**config.mk**
```make
export PLATFORM = sky130hd
export DESIGN_NAME = lc_cluster
export DESIGN_NICKNAME = d
export VERILOG_FILES = /design/src/rtl/lc_pkg.sv /design/src/rtl/lc_cluster.sv /design/src/rtl/lc_slice.sv
export SDC_FILE = /design/constraint.sdc
export NUM_CORES = 1
export LEC_CHECK = 0
export BUFFER_PORTS_ARGS = -buffer_cell sky130_fd_sc_hd__buf_4
export CAP_MARGIN = 5
export CORE_UTILIZATION = 48
export CTS_BUF_LIST = sky130_fd_sc_hd__clkbuf_16
export CTS_CLUSTER_DIAMETER = 60
export DETAILED_ROUTE_END_ITERATION = 7
export GPL_ROUTABILITY_DRIVEN = 0
export PLACE_DENSITY = 0.88
export SYNTH_ARGS = -nofsm -noshare
export SYNTH_HDL_FRONTEND = slang
export SYNTH_HIERARCHICAL = 1
export SYNTH_SLANG_ARGS = --single-unit
```
**constraint.sdc**
```tcl
create_clock -name sys_clk -period 4.3 [get_ports sys_clk]
set_input_delay 0 -clock sys_clk [delete_from_list [all_inputs] [get_ports sys_clk]]
set_output_delay 0 -clock sys_clk [all_outputs]
set_load 0.02 [all_outputs]
```
**src/rtl/lc_pkg.sv**
```systemverilog
// Shared constants for the four-slice logic cluster and its slices.
// Assumes one system clock; all fabric inputs are synchronous to it.
package lc_pkg;

  localparam int unsigned LC_SLICES    = 4;
  localparam int unsigned LC_PAIRS     = 2;
  localparam int unsigned LC_TBL_IN    = 4;
  localparam int unsigned LC_TBL_BITS  = 16;
  localparam int unsigned LC_FFS       = 2;
  // Slice roles in distributed memory mode
  localparam int unsigned LC_RAM_LO    = 0;
  localparam int unsigned LC_RAM_HI    = 1;
  localparam int unsigned LC_RAM_CTRL  = 2;
  // Bit positions inside the two table inputs
  localparam int unsigned LC_IN_A      = 0;
  localparam int unsigned LC_IN_B      = 1;
  // Write enable travels on the direct input of the control slice
  localparam int unsigned LC_WE_BIT    = 0;
  localparam logic        LC_ZERO      = 1'h0;

  // Four-input table lookup
  function automatic logic lc_four_input_table(input logic [LC_TBL_BITS-1:0] tbl,
                                   input logic [LC_TBL_IN-1:0]   idx);
    lc_four_input_table = tbl[idx];
  endfunction : lc_four_input_table

  // Carry out of one ripple bit
  function automatic logic lc_carry(input logic g, input logic p, input logic ci);
    lc_carry = g | (p & ci);
  endfunction : lc_carry

endpackage : lc_pkg

```
**src/rtl/lc_cluster.sv**
```systemverilog
// Logic cluster of four slices with pairwise shared register controls.
// Assumes configuration ports are static outside reset; inputs synchronous to sys_clk.
`timescale 1ns/100ps

module lc_cluster
  import lc_pkg::*;
#(
  parameter int unsigned NS = LC_SLICES
)
(
  input  wire logic                        sys_clk,
  input  wire logic                        sys_rst,
  input  wire logic [NS*2*LC_TBL_BITS-1:0] cfg_table_init,
  input  wire logic [NS-1:0]               cfg_five,
  input  wire logic [NS-1:0]               cfg_ripple,
  input  wire logic                        cfg_ram_mode,
  input  wire logic [NS*LC_FFS-1:0]        cfg_direct,
  input  wire logic [NS*LC_FFS-1:0]        cfg_init_set,
  input  wire logic [NS*LC_FFS-1:0]        cfg_negedge,
  input  wire logic [NS-1:0]               cfg_lsr_async,
  input  wire logic [NS*LC_TBL_IN-1:0]     table0_inputs,
  input  wire logic [NS*LC_TBL_IN-1:0]     table1_inputs,
  input  wire logic [NS-1:0]               five_select,
  input  wire logic [NS*LC_FFS-1:0]        direct_ff_inputs,
  input  wire logic [LC_PAIRS-1:0]         slice_clock,
  input  wire logic [LC_PAIRS-1:0]         pair_clock_enable,
  input  wire logic [LC_PAIRS-1:0]         local_set_reset,
  input  wire logic                        fast_carry_in,
  output logic      [NS-1:0]               comb_out_first,
  output logic      [NS-1:0]               comb_out_second,
  output logic      [NS*LC_FFS-1:0]        register_outputs,
  output logic                             fast_carry_out
);

  ////////////////////////////////////////////////////////////////////////////
  logic [LC_PAIRS-1:0]     sclk_q;
  logic [LC_PAIRS-1:0]     rise;
  logic [LC_PAIRS-1:0]     fall;
  logic [NS:0]             chain;
  logic [NS-1:0]           f0_w;
  logic [NS-1:0]           f1_w;
  logic [NS-1:0]           f0_d;
  logic [NS-1:0]           f1_d;
  logic                    ram_we;
  logic [LC_TBL_IN-1:0]    ram_addr;

  // Slice clock is sampled, so its edges are single-cycle pulses
  assign rise = slice_clock & ~sclk_q;
  assign fall = ~slice_clock & sclk_q;
  assign chain[0] = fast_carry_in;

  // control slice supplies address and write enable
  assign ram_addr = table0_inputs[LC_RAM_CTRL*LC_TBL_IN +: LC_TBL_IN];
  assign ram_we   = cfg_ram_mode & direct_ff_inputs[LC_RAM_CTRL*LC_FFS + LC_WE_BIT];

  // four slices on routing and carry
  for (genvar s = 0; s < NS; s++) begin : g_slice
    localparam int unsigned P = s / (LC_SLICES / LC_PAIRS);
    logic [LC_FFS-1:0] edge_w;
    logic              store;
    assign edge_w = (cfg_negedge[s*LC_FFS +: LC_FFS] & {LC_FFS{fall[P]}})
                  | (~cfg_negedge[s*LC_FFS +: LC_FFS] & {LC_FFS{rise[P]}});
    // only the storage slices take writes
    assign store  = (s == LC_RAM_LO) || (s == LC_RAM_HI);
    lc_slice u_slice (
      .sys_clk          (sys_clk),
      .sys_rst          (sys_rst),
      .cfg_table_init   (cfg_table_init[s*2*LC_TBL_BITS +: 2*LC_TBL_BITS]),
      .cfg_five         (cfg_five[s]),
      .cfg_ripple       (cfg_ripple[s]),
      .cfg_direct       (cfg_direct[s*LC_FFS +: LC_FFS]),
      .cfg_init_set     (cfg_init_set[s*LC_FFS +: LC_FFS]),
      .cfg_lsr_async    (cfg_lsr_async[s]),
      .table0_inputs    (store && cfg_ram_mode ? ram_addr
                                               : table0_inputs[s*LC_TBL_IN +: LC_TBL_IN]),
      .table1_inputs    (store && cfg_ram_mode ? ram_addr
                                               : table1_inputs[s*LC_TBL_IN +: LC_TBL_IN]),
      .five_select      (five_select[s]),
      .direct_ff_inputs (direct_ff_inputs[s*LC_FFS +: LC_FFS]),
      .carry_in         (chain[s]),
      .wr_en            (store && ram_we),
      .wr_addr          (ram_addr),
      .wr_data          (direct_ff_inputs[s*LC_FFS +: LC_FFS]),
      .ff_edge          (edge_w),
      .ff_ce            (pair_clock_enable[P]),
      .local_set_reset  (local_set_reset[P]),
      .comb_first       (f0_w[s]),
      .comb_second      (f1_w[s]),
      .carry_out        (chain[s+1]),
      .register_outputs (register_outputs[s*LC_FFS +: LC_FFS])
    );
    // consumed slice shows zero on its comb outputs in memory mode; its registers still show
    assign f0_d[s] = (cfg_ram_mode && s == LC_RAM_CTRL) ? LC_ZERO : f0_w[s];
    assign f1_d[s] = (cfg_ram_mode && s == LC_RAM_CTRL) ? LC_ZERO : f1_w[s];
  end

  ////////////////////////////////////////////////////////////////////////////
  // Comb and carry outputs registered, costing one cycle of latency on those paths
  always_ff @(posedge sys_clk) begin
    if (sys_rst) begin
      // Track the pin in reset too, so a high idle level gives no false edge
      sclk_q          <= slice_clock;
      comb_out_first  <= '0;
      comb_out_second <= '0;
      fast_carry_out  <= LC_ZERO;
    end else begin
      sclk_q          <= slice_clock;
      comb_out_first  <= f0_d;
      comb_out_second <= f1_d;
      // carry leaves toward the next cluster
      fast_carry_out  <= chain[NS];
    end
  end

  ////////////////////////////////////////////////////////////////////////////
  property p_ctrl_slice_quiet;
    @(posedge sys_clk) disable iff (sys_rst)
      cfg_ram_mode |=> !comb_out_first[LC_RAM_CTRL] && !comb_out_second[LC_RAM_CTRL];
  endproperty
  a_ctrl_slice_quiet: assert property (p_ctrl_slice_quiet) else $error("slice 2 active");

  property p_carry_pass;
    @(posedge sys_clk) disable iff (sys_rst)
      (cfg_ripple == '0) |=> fast_carry_out == $past(fast_carry_in);
  endproperty
  a_carry_pass: assert property (p_carry_pass) else $error("carry not passed");

  property p_five_sel;
    @(posedge sys_clk) disable iff (sys_rst)
      (cfg_five[3] && !cfg_ripple[3] && five_select[3])
      |=> comb_out_first[3] == comb_out_second[3];
  endproperty
  a_five_sel: assert property (p_five_sel) else $error("five-input select wrong");

  property p_five_low;
    @(posedge sys_clk) disable iff (sys_rst)
      (cfg_five[3] && !cfg_ripple[3] && !five_select[3])
      |=> comb_out_first[3] == $past(g_slice[3].u_slice.lut0);
  endproperty
  a_five_low: assert property (p_five_low) else $error("five-input low select wrong");

  property p_reset_quiet;
    @(posedge sys_clk)
      sys_rst |=> comb_out_first == '0 && comb_out_second == '0 && !fast_carry_out;
  endproperty
  a_reset_quiet: assert property (p_reset_quiet) else $error("outputs not cleared");

  property p_sync_lsr_waits;
    @(posedge sys_clk) disable iff (sys_rst)
      (local_set_reset[0] && !cfg_lsr_async[1] && !rise[0] && !fall[0])
      |=> register_outputs[3:2] == $past(register_outputs[3:2]);
  endproperty
  a_sync_lsr_waits: assert property (p_sync_lsr_waits) else $error("sync set/reset too early");

  property p_fall_capture;
    @(posedge sys_clk) disable iff (sys_rst)
      (fall[1] && cfg_negedge[6] && pair_clock_enable[1] && !local_set_reset[1] && !cfg_direct[6])
      |=> register_outputs[6] == comb_out_first[3];
  endproperty
  a_fall_capture: assert property (p_fall_capture) else $error("falling capture wrong");

  property p_ctrl_tables_fixed;
    @(posedge sys_clk) disable iff (sys_rst)
      cfg_ram_mode |=> $stable(g_slice[LC_RAM_CTRL].u_slice.tbl0_q)
                       && $stable(g_slice[LC_RAM_CTRL].u_slice.tbl1_q);
  endproperty
  a_ctrl_tables_fixed: assert property (p_ctrl_tables_fixed) else $error("slice 2 written");

  property p_ram_write;
    @(posedge sys_clk) disable iff (sys_rst)
      ram_we |=> g_slice[LC_RAM_LO].u_slice.tbl0_q[$past(ram_addr)]
                 == $past(direct_ff_inputs[LC_RAM_LO*LC_FFS]);
  endproperty
  a_ram_write: assert property (p_ram_write) else $error("memory write lost");

  property p_carry_generate;
    @(posedge sys_clk) disable iff (sys_rst)
      (cfg_ripple[NS-1] && table1_inputs[(NS-1)*LC_TBL_IN + LC_IN_A]
       && table1_inputs[(NS-1)*LC_TBL_IN + LC_IN_B]) |=> fast_carry_out;
  endproperty
  a_carry_generate: assert property (p_carry_generate) else $error("carry not generated");

  property p_pair_shared;
    @(posedge sys_clk) disable iff (sys_rst)
      (!pair_clock_enable[0] && !local_set_reset[0]) [*2] |->
        register_outputs[3:0] == $past(register_outputs[3:0]);
  endproperty
  a_pair_shared: assert property (p_pair_shared) else $error("pair 0/1 not held");

  property p_edge_capture;
    @(posedge sys_clk) disable iff (sys_rst)
      (fall[1] && !cfg_negedge[6] && !local_set_reset[1] && !cfg_lsr_async[3])
      |=> register_outputs[6] == $past(register_outputs[6]);
  endproperty
  a_edge_capture: assert property (p_edge_capture) else $error("wrong capture edge");

endmodule : lc_cluster

```
**src/rtl/lc_slice.sv**
```systemverilog
// One slice: two four-input tables, ripple carry, table write port, two flip-flops.
// Assumes edge pulses and shared controls are prepared by the cluster.
`timescale 1ns/100ps

module lc_slice
  import lc_pkg::*;
(
  input  wire logic                          sys_clk,
  input  wire logic                          sys_rst,
  input  wire logic [2*LC_TBL_BITS-1:0]      cfg_table_init,
  input  wire logic                          cfg_five,
  input  wire logic                          cfg_ripple,
  input  wire logic [LC_FFS-1:0]             cfg_direct,
  input  wire logic [LC_FFS-1:0]             cfg_init_set,
  input  wire logic                          cfg_lsr_async,
  input  wire logic [LC_TBL_IN-1:0]          table0_inputs,
  input  wire logic [LC_TBL_IN-1:0]          table1_inputs,
  input  wire logic                          five_select,
  input  wire logic [LC_FFS-1:0]             direct_ff_inputs,
  input  wire logic                          carry_in,
  input  wire logic                          wr_en,
  input  wire logic [LC_TBL_IN-1:0]          wr_addr,
  input  wire logic [LC_FFS-1:0]             wr_data,
  input  wire logic [LC_FFS-1:0]             ff_edge,
  input  wire logic                          ff_ce,
  input  wire logic                          local_set_reset,
  output logic                               comb_first,
  output logic                               comb_second,
  output logic                               carry_out,
  output logic      [LC_FFS-1:0]             register_outputs
);

  ////////////////////////////////////////////////////////////////////////////
  logic [LC_TBL_BITS-1:0] tbl0_q;
  logic [LC_TBL_BITS-1:0] tbl1_q;
  logic                   lut0;
  logic                   lut1;
  logic                   c_mid;
  logic                   gen0;
  logic                   gen1;
  logic [LC_FFS-1:0]      table_feed_inputs;
  logic [LC_FFS-1:0]      ff_data;
  logic [LC_FFS-1:0]      lsr_hit;
  logic [LC_FFS-1:0]      ff_d;

  assign lut0 = lc_four_input_table(tbl0_q, table0_inputs);
  assign lut1 = lc_four_input_table(tbl1_q, table1_inputs);
  assign gen0 = table0_inputs[LC_IN_A] & table0_inputs[LC_IN_B];
  assign gen1 = table1_inputs[LC_IN_A] & table1_inputs[LC_IN_B];
  assign c_mid = lc_carry(gen0, lut0, carry_in);
  assign carry_out = cfg_ripple ? lc_carry(gen1, lut1, c_mid) : carry_in;
  assign comb_first  = cfg_ripple ? (lut0 ^ carry_in)
                     : (cfg_five ? (five_select ? lut1 : lut0) : lut0);
  assign comb_second = cfg_ripple ? (lut1 ^ c_mid) : lut1;
  assign table_feed_inputs = {comb_second, comb_first};
  assign ff_data = (cfg_direct & direct_ff_inputs) | (~cfg_direct & table_feed_inputs);
  assign lsr_hit = {LC_FFS{local_set_reset}} & (cfg_lsr_async ? {LC_FFS{1'h1}} : ff_edge);
  assign ff_d = (lsr_hit & cfg_init_set) | (~lsr_hit & ((ff_edge & {LC_FFS{ff_ce}} & ff_data)
              | (~(ff_edge & {LC_FFS{ff_ce}}) & register_outputs)));

  ////////////////////////////////////////////////////////////////////////////
  // Table contents double as the distributed memory cells
  always_ff @(posedge sys_clk) begin
    if (sys_rst) begin
      tbl0_q <= cfg_table_init[LC_TBL_BITS-1:0];
      tbl1_q <= cfg_table_init[2*LC_TBL_BITS-1:LC_TBL_BITS];
    end else if (wr_en) begin
      tbl0_q[wr_addr] <= wr_data[0];
      tbl1_q[wr_addr] <= wr_data[1];
    end
  end

  always_ff @(posedge sys_clk) begin
    if (sys_rst) begin
      register_outputs <= cfg_init_set;
    end else begin
      register_outputs <= ff_d;
    end
  end

  ////////////////////////////////////////////////////////////////////////////
  property p_init_after_reset;
    @(posedge sys_clk) $past(sys_rst) |-> register_outputs == $past(cfg_init_set);
  endproperty
  a_init_after_reset: assert property (p_init_after_reset) else $error("bad start value");

  property p_hold_no_ce;
    @(posedge sys_clk) disable iff (sys_rst)
      (!ff_ce && !local_set_reset) |=> register_outputs == $past(register_outputs);
  endproperty
  a_hold_no_ce: assert property (p_hold_no_ce) else $error("register moved without enable");

  property p_lsr_wins;
    @(posedge sys_clk) disable iff (sys_rst)
      (local_set_reset && cfg_lsr_async) |=> register_outputs == $past(cfg_init_set);
  endproperty
  a_lsr_wins: assert property (p_lsr_wins) else $error("set/reset not applied");

  property p_direct_path;
    @(posedge sys_clk) disable iff (sys_rst)
      (!local_set_reset && ff_ce && ff_edge[0] && cfg_direct[0])
      |=> register_outputs[0] == $past(direct_ff_inputs[0]);
  endproperty
  a_direct_path: assert property (p_direct_path) else $error("direct input not captured");

  property p_second_four;
    @(posedge sys_clk) disable iff (sys_rst)
      !cfg_ripple |-> comb_second == tbl1_q[table1_inputs];
  endproperty
  a_second_four: assert property (p_second_four) else $error("second output wrong");

endmodule : lc_slice

```
**After elaboration in Yosys (flattened, before gate mapping)**

Index checks and enable logic that the tools add are counted.

- Latch bits: 0
- Word-level logic and storage cells: 201
- Input bits: 218
- Register bits: 147
- Memories: 0
- ROM bits: 0
- RAM bits: 0

- Reductions and logical operators: 3
- Add/subtract/negate cells: 0
- Multipliers: 0
- Equal/unequal tests: 0
- Shift operators: 0
- Bitwise logic cells: 109
- Muxes and demuxes: 62
- Divide/modulo/power cells: 0
- Order comparisons: 9

Operators with widths:

| operator | count |
|---|---|
| 16-bit 2-to-1 mux | 8 |
| 2-bit bitwise AND | 42 |
| 16-bit bitwise mux | 4 |
| 4-bit by 5-bit < comparator with 1-bit output (second input constant) | 8 |
| 2-bit inverter | 18 |
| 1-bit binary-select mux with 4-bit select | 8 |
| 2-bit bitwise OR | 16 |
| 1-bit 2-to-1 mux | 29 |
| 1-bit bitwise AND | 17 |
| 2-bit 2-to-1 mux | 8 |
| 4-bit 2-to-1 mux | 4 |
| 1-bit bitwise OR | 8 |
| 1-bit bitwise XOR | 8 |
| 1-bit demux with 4-bit select | 1 |
| 4-bit by 1-bit greater-or-equal comparator with 1-bit output (second input constant) | 1 |
| 2-bit nonzero test | 1 |
| 2-bit OR reduction | 1 |
| 1-bit logical AND | 1 |

**Depth between registers and ports, before layout**

- Word-level depth: 29
- Mapped depth: 27
- Gate-level depth less buffers: 26

**Hierarchy**

The synthesis kept the hierarchy.

Modules (own cells, without submodules):

| module | seq. area each (µm²) | times used | area each (µm²) | cells each |
|---|---|---|---|---|
| lc_slice | 1,021.0 | 4 | 2,030.7 | 166 |
| lc_cluster | 220.2 | 1 | 594.3 | 72 |

**Worst setup path before layout**

No wires, ideal clock.

- Kind: input-to-reg
- From: in cfg_ram_mode
- To: reg (tool-made name)
- Data required time: 4.046 ns
- Cell stages on the path: 26
- Setup time: 0.254 ns
- Setup slack: -0.256 ns
- Data arrival time: 4.302 ns
- Cells stage by stage: buf_6 > o21ai_0 > clkbuf_2 > mux4_2 > mux2i_1 > mux2i_1 > ha_1 > a21o_1 > ha_1 > a21oi_1 > a21oi_1 > ha_1 > a21o_1 > ha_1 > a21oi_1 > a21oi_1 > ha_1 > a21o_1 > ha_1 > a21oi_1 > a21oi_1 > ha_1 > a21o_1 > ha_1 > mux2_2 > a21bo_1

RTL lines:

| item | RTL line | source |
|---|---|---|
| from (decl) | lc_cluster.sv:16 | `input wire logic cfg_ram_mode,` |

==> impl_metrics.csv <==
group,metric,value,unit
setup_path,r2r.worst_path.cells,23,
setup_path,start_kind,"flop",
clocking,insertion_delay,0.43,ns
layout,synthToLayoutAreaGrowth,50.74,%
timing,slew_violations,0,
layout,drive_above_1_share,32.47,%
layout,final_nets,1365,
clocking,cts.sinks,147,
die,die_area,0.01870,mm2
die,core_region_area,0.01754,mm2
layout,layout_common_cells,"buf_4, dlygate4sd3_1, edfxtp_1",
layout,fin_area,0.01314,mm2
setup_path,path_max_fanout,2,
placement,port_buffers,234,
setup_path,startpoint,"g_slice[0].u_slice/tbl0_q[7]$_DFFE_PP_",
detailed_routing,wl_per_cell,22.45,um
clocking,htree_levels,4,
logic_synthesis,syn_avg_cell_area,11.84,um2
logic_synthesis,synthFlopType,"edfxtp_1",
die,start_util,49.71,%
status,status,"complete, but fails checks",
setup_path,worstReg2RegStart,"g_slice[0].u_slice/tbl0_q[7]$_DFFE_PP_",
timing,period_needed,4.692,ns
die,die_w,136.8,um
global_route,grt_util_all_layers,33.65,%
clocking,clk_path_buf_depth,2,
die,die_y,136.8,um
logic_synthesis,synth_cell_types,34,
timing,finClkSkew,0.01334,ns
logic_synthesis,netlist_area,0.008717,mm2
timing,timing.final.crit_share,109.1,%
clocking,cts_root_buf,"clkbuf_16",
global_route,grt_pass1_vias,8653,
placement,hpwl,18.90,mm
timing,tightest_slew,1.297,ns
clocking,clk_pin_slew_worst_paths,0.07,ns
setup_path,r2r_slack,-0.39,ns
logic_synthesis,async_flop_share,0,%
die,num_io_pins,235,
power,ir_drop,0.2709,mV
die,rows,48,
timing,slew-limit-headroom,13.37,%
setup_path,end_kind,"flop",
detailed_routing,wl,30.97,mm
timing,setup_violations,3,
clocking,cts_buffers,17,
global_route,grt_overflow_total,0,
detailed_routing,viasPerCell,6.132,
global_route,grt_pass1_wl,46.18,mm
timing,maxClockFrequency,0.2131,GHz
setup_path,critical_path_required,4.48,ns
layout,fill_cells,1065,
hold_path,hp-class,"input pin to flop",
power,p_per_area,327.7,mW/mm2
setup_path,worstPathArrival,4.87,ns
placement,place_worst_setup_slack,-0.5234,ns
timing,final_hold_viol_count,0,
power,finalPower,4.306,mW
clocking,cts_tree,"built",
logic_synthesis,synth_seq_cells,147,
job,drv_cap,0,
logic_synthesis,synth_warnings,6,
global_route,grt_max_degree,118,
logic_synthesis,synthCells,736,
logic_synthesis,ys_seq_area_share,49.38,%
detailed_routing,drt_iter0_markers,863,
placement,dpl-instance-area,0.01077,mm2
setup_path,critical_path_class,"flop to flop",
global_route,antenna_found_initial,2,
status,violations,"setup timing",
detailed_routing,drc,0,
detailed_routing,first_pass_iters,5,
detailed_routing,dr_total_vias,8456,
timing,setup_tns,-0.7191,ns
timing,setup_slack,-0.3923,ns
layout,final_common_cell,"buf_4",
hold_path,hold_start,"cfg_direct[0]",
timing,rsz0062_at_grt,"true",
logic_synthesis,synth_edf_count,136,
power,total_leakage_power,5.653,nW
detailed_routing,ant_nets,0,
[worst min-delay path by stage]
stage,endpoint,slack [ns],cells past startpoint
finish,flop,0.02,4
global route,flop,0.02,4
CTS,flop,0.01,3
detailed placement,sclk_q[1]$_DFF_P_,0.12,1
global placement,sclk_q[1]$_DFF_P_,0.12,1
floorplan,sclk_q[0]$_DFF_P_,0.03,0
[cell type report]
class | instances | area [um2] | area share (%)
Antenna cell | 2 | 5.005 | 0.03809
Clock buffer | 17 | 425.4 | 3.237
Clock inverter | 15 | 142.6 | 1.086
Inverter | 24 | 90.09 | 0.6856
Multi-Input combinational cell | 508 | 4175 | 31.77
Sequential cell | 147 | 4304 | 32.76
Tap cell | 225 | 281.5 | 2.142
Timing Repair Buffer | 441 | 3716 | 28.28
[cells in the mapped netlist, types with 7 or more instances]
library cell	number	area, um2
o21ai_0	25	125.1
nor2b_1	11	68.82
a21o_1	68	510.5
dfxtp_1	11	220.2
nand2_1	23	86.33
a22o_1	128	1121
ha_1	8	100.1
nor3_1	32	160.2
inv_1	24	90.09
mux2i_1	32	320.3
mux4_2	32	720.7
clkbuf_1	41	153.9
buf_1	7	26.28
nor2_1	44	165.2
a21oi_1	28	140.1
nand2b_1	32	200.2
edfxtp_1	136	4084
[per-layer routing]
layer | share of wire [%] | global-route usage (%) | wire length, um | vias up
met5 | 0 | 0 | 0 | -
met4 | 4.4 | 18.83 | 1368 | 0
met3 | 9.3 | 7.667 | 2877 | 103
met2 | 51 | 58.07 | 15720 | 579
met1 | 36 | 38.47 | 11000 | 4068
li1 | - | - | - | 3706
[metrics by stage]
step           hold slack [ns]  utilization, %  instances
5_1_grt                0.01807           74.93       1379
2_1_floorplan          0.02772               -        737
6_report               0.01723           74.93       1379
3_5_place_dp            0.1202           61.44       1169
4_1_cts                0.01491           74.75       1379
3_3_place_gp            0.1194           61.44       1169
[report_power, final]
part	internal [mW]	switching, mW
logic	0.597	0.496
registers	1.71	0.0445
clock network	0.848	0.610
[registers in the layout, summed over array words and instances (netlist names), named ones only]
name	flops
comb_out_second	4
comb_out_first	4
fast_carry_out	1
g_slice.u_slice/tbl1_q	64
sclk_q	2
g_slice.u_slice/tbl0_q	64
[cell families (layout without fill, tap and decap cells)]
logic type | after synthesis | in the layout | share of synthesized area [%]
flops | 147 | 147 | 49.38
mux | 68 | 68 | 12.46
fa+ha+maj | 8 | 8 | 1.148
other cells | 1 | 4 | 0.04302
simple gates | 162 | 162 | 9.732
compound gates | 268 | 268 | 23.42
buf+inv | 82 | 497 | 3.818
[worst max-delay path, cell delays in order, from the launching register on]
cell and delay (ns):
edfxtp_1 0.39, mux4_2 0.57, mux2i_1 0.18, mux2i_1 0.13, ha_2 0.22, a21o_1 0.15, ha_2 0.17, a21oi_2 0.12
a21oi_2 0.09, ha_2 0.17, a21o_1 0.15, ha_2 0.18, a21oi_2 0.12, a21oi_2 0.10, ha_2 0.19, a21o_1 0.15
ha_2 0.18, a21oi_2 0.12, a21oi_2 0.10, ha_4 0.16, a21o_1 0.18, ha_4 0.22, mux2_4 0.26, a21bo_1 0.17
[repair_timing]
| item | 4_1_cts | 5_1_grt |
|---|---|---|
| buffers inserted | 25 | 3 |
| hold endpoints to repair | 147 | 0 |
| pin swaps | 4 | 10 |
| setup endpoints to repair | 3 | 8 |
| hold buffers | 153 | 0 |
| resized for setup | 13 | 9 |
Power figures use the tool's default switching activity.
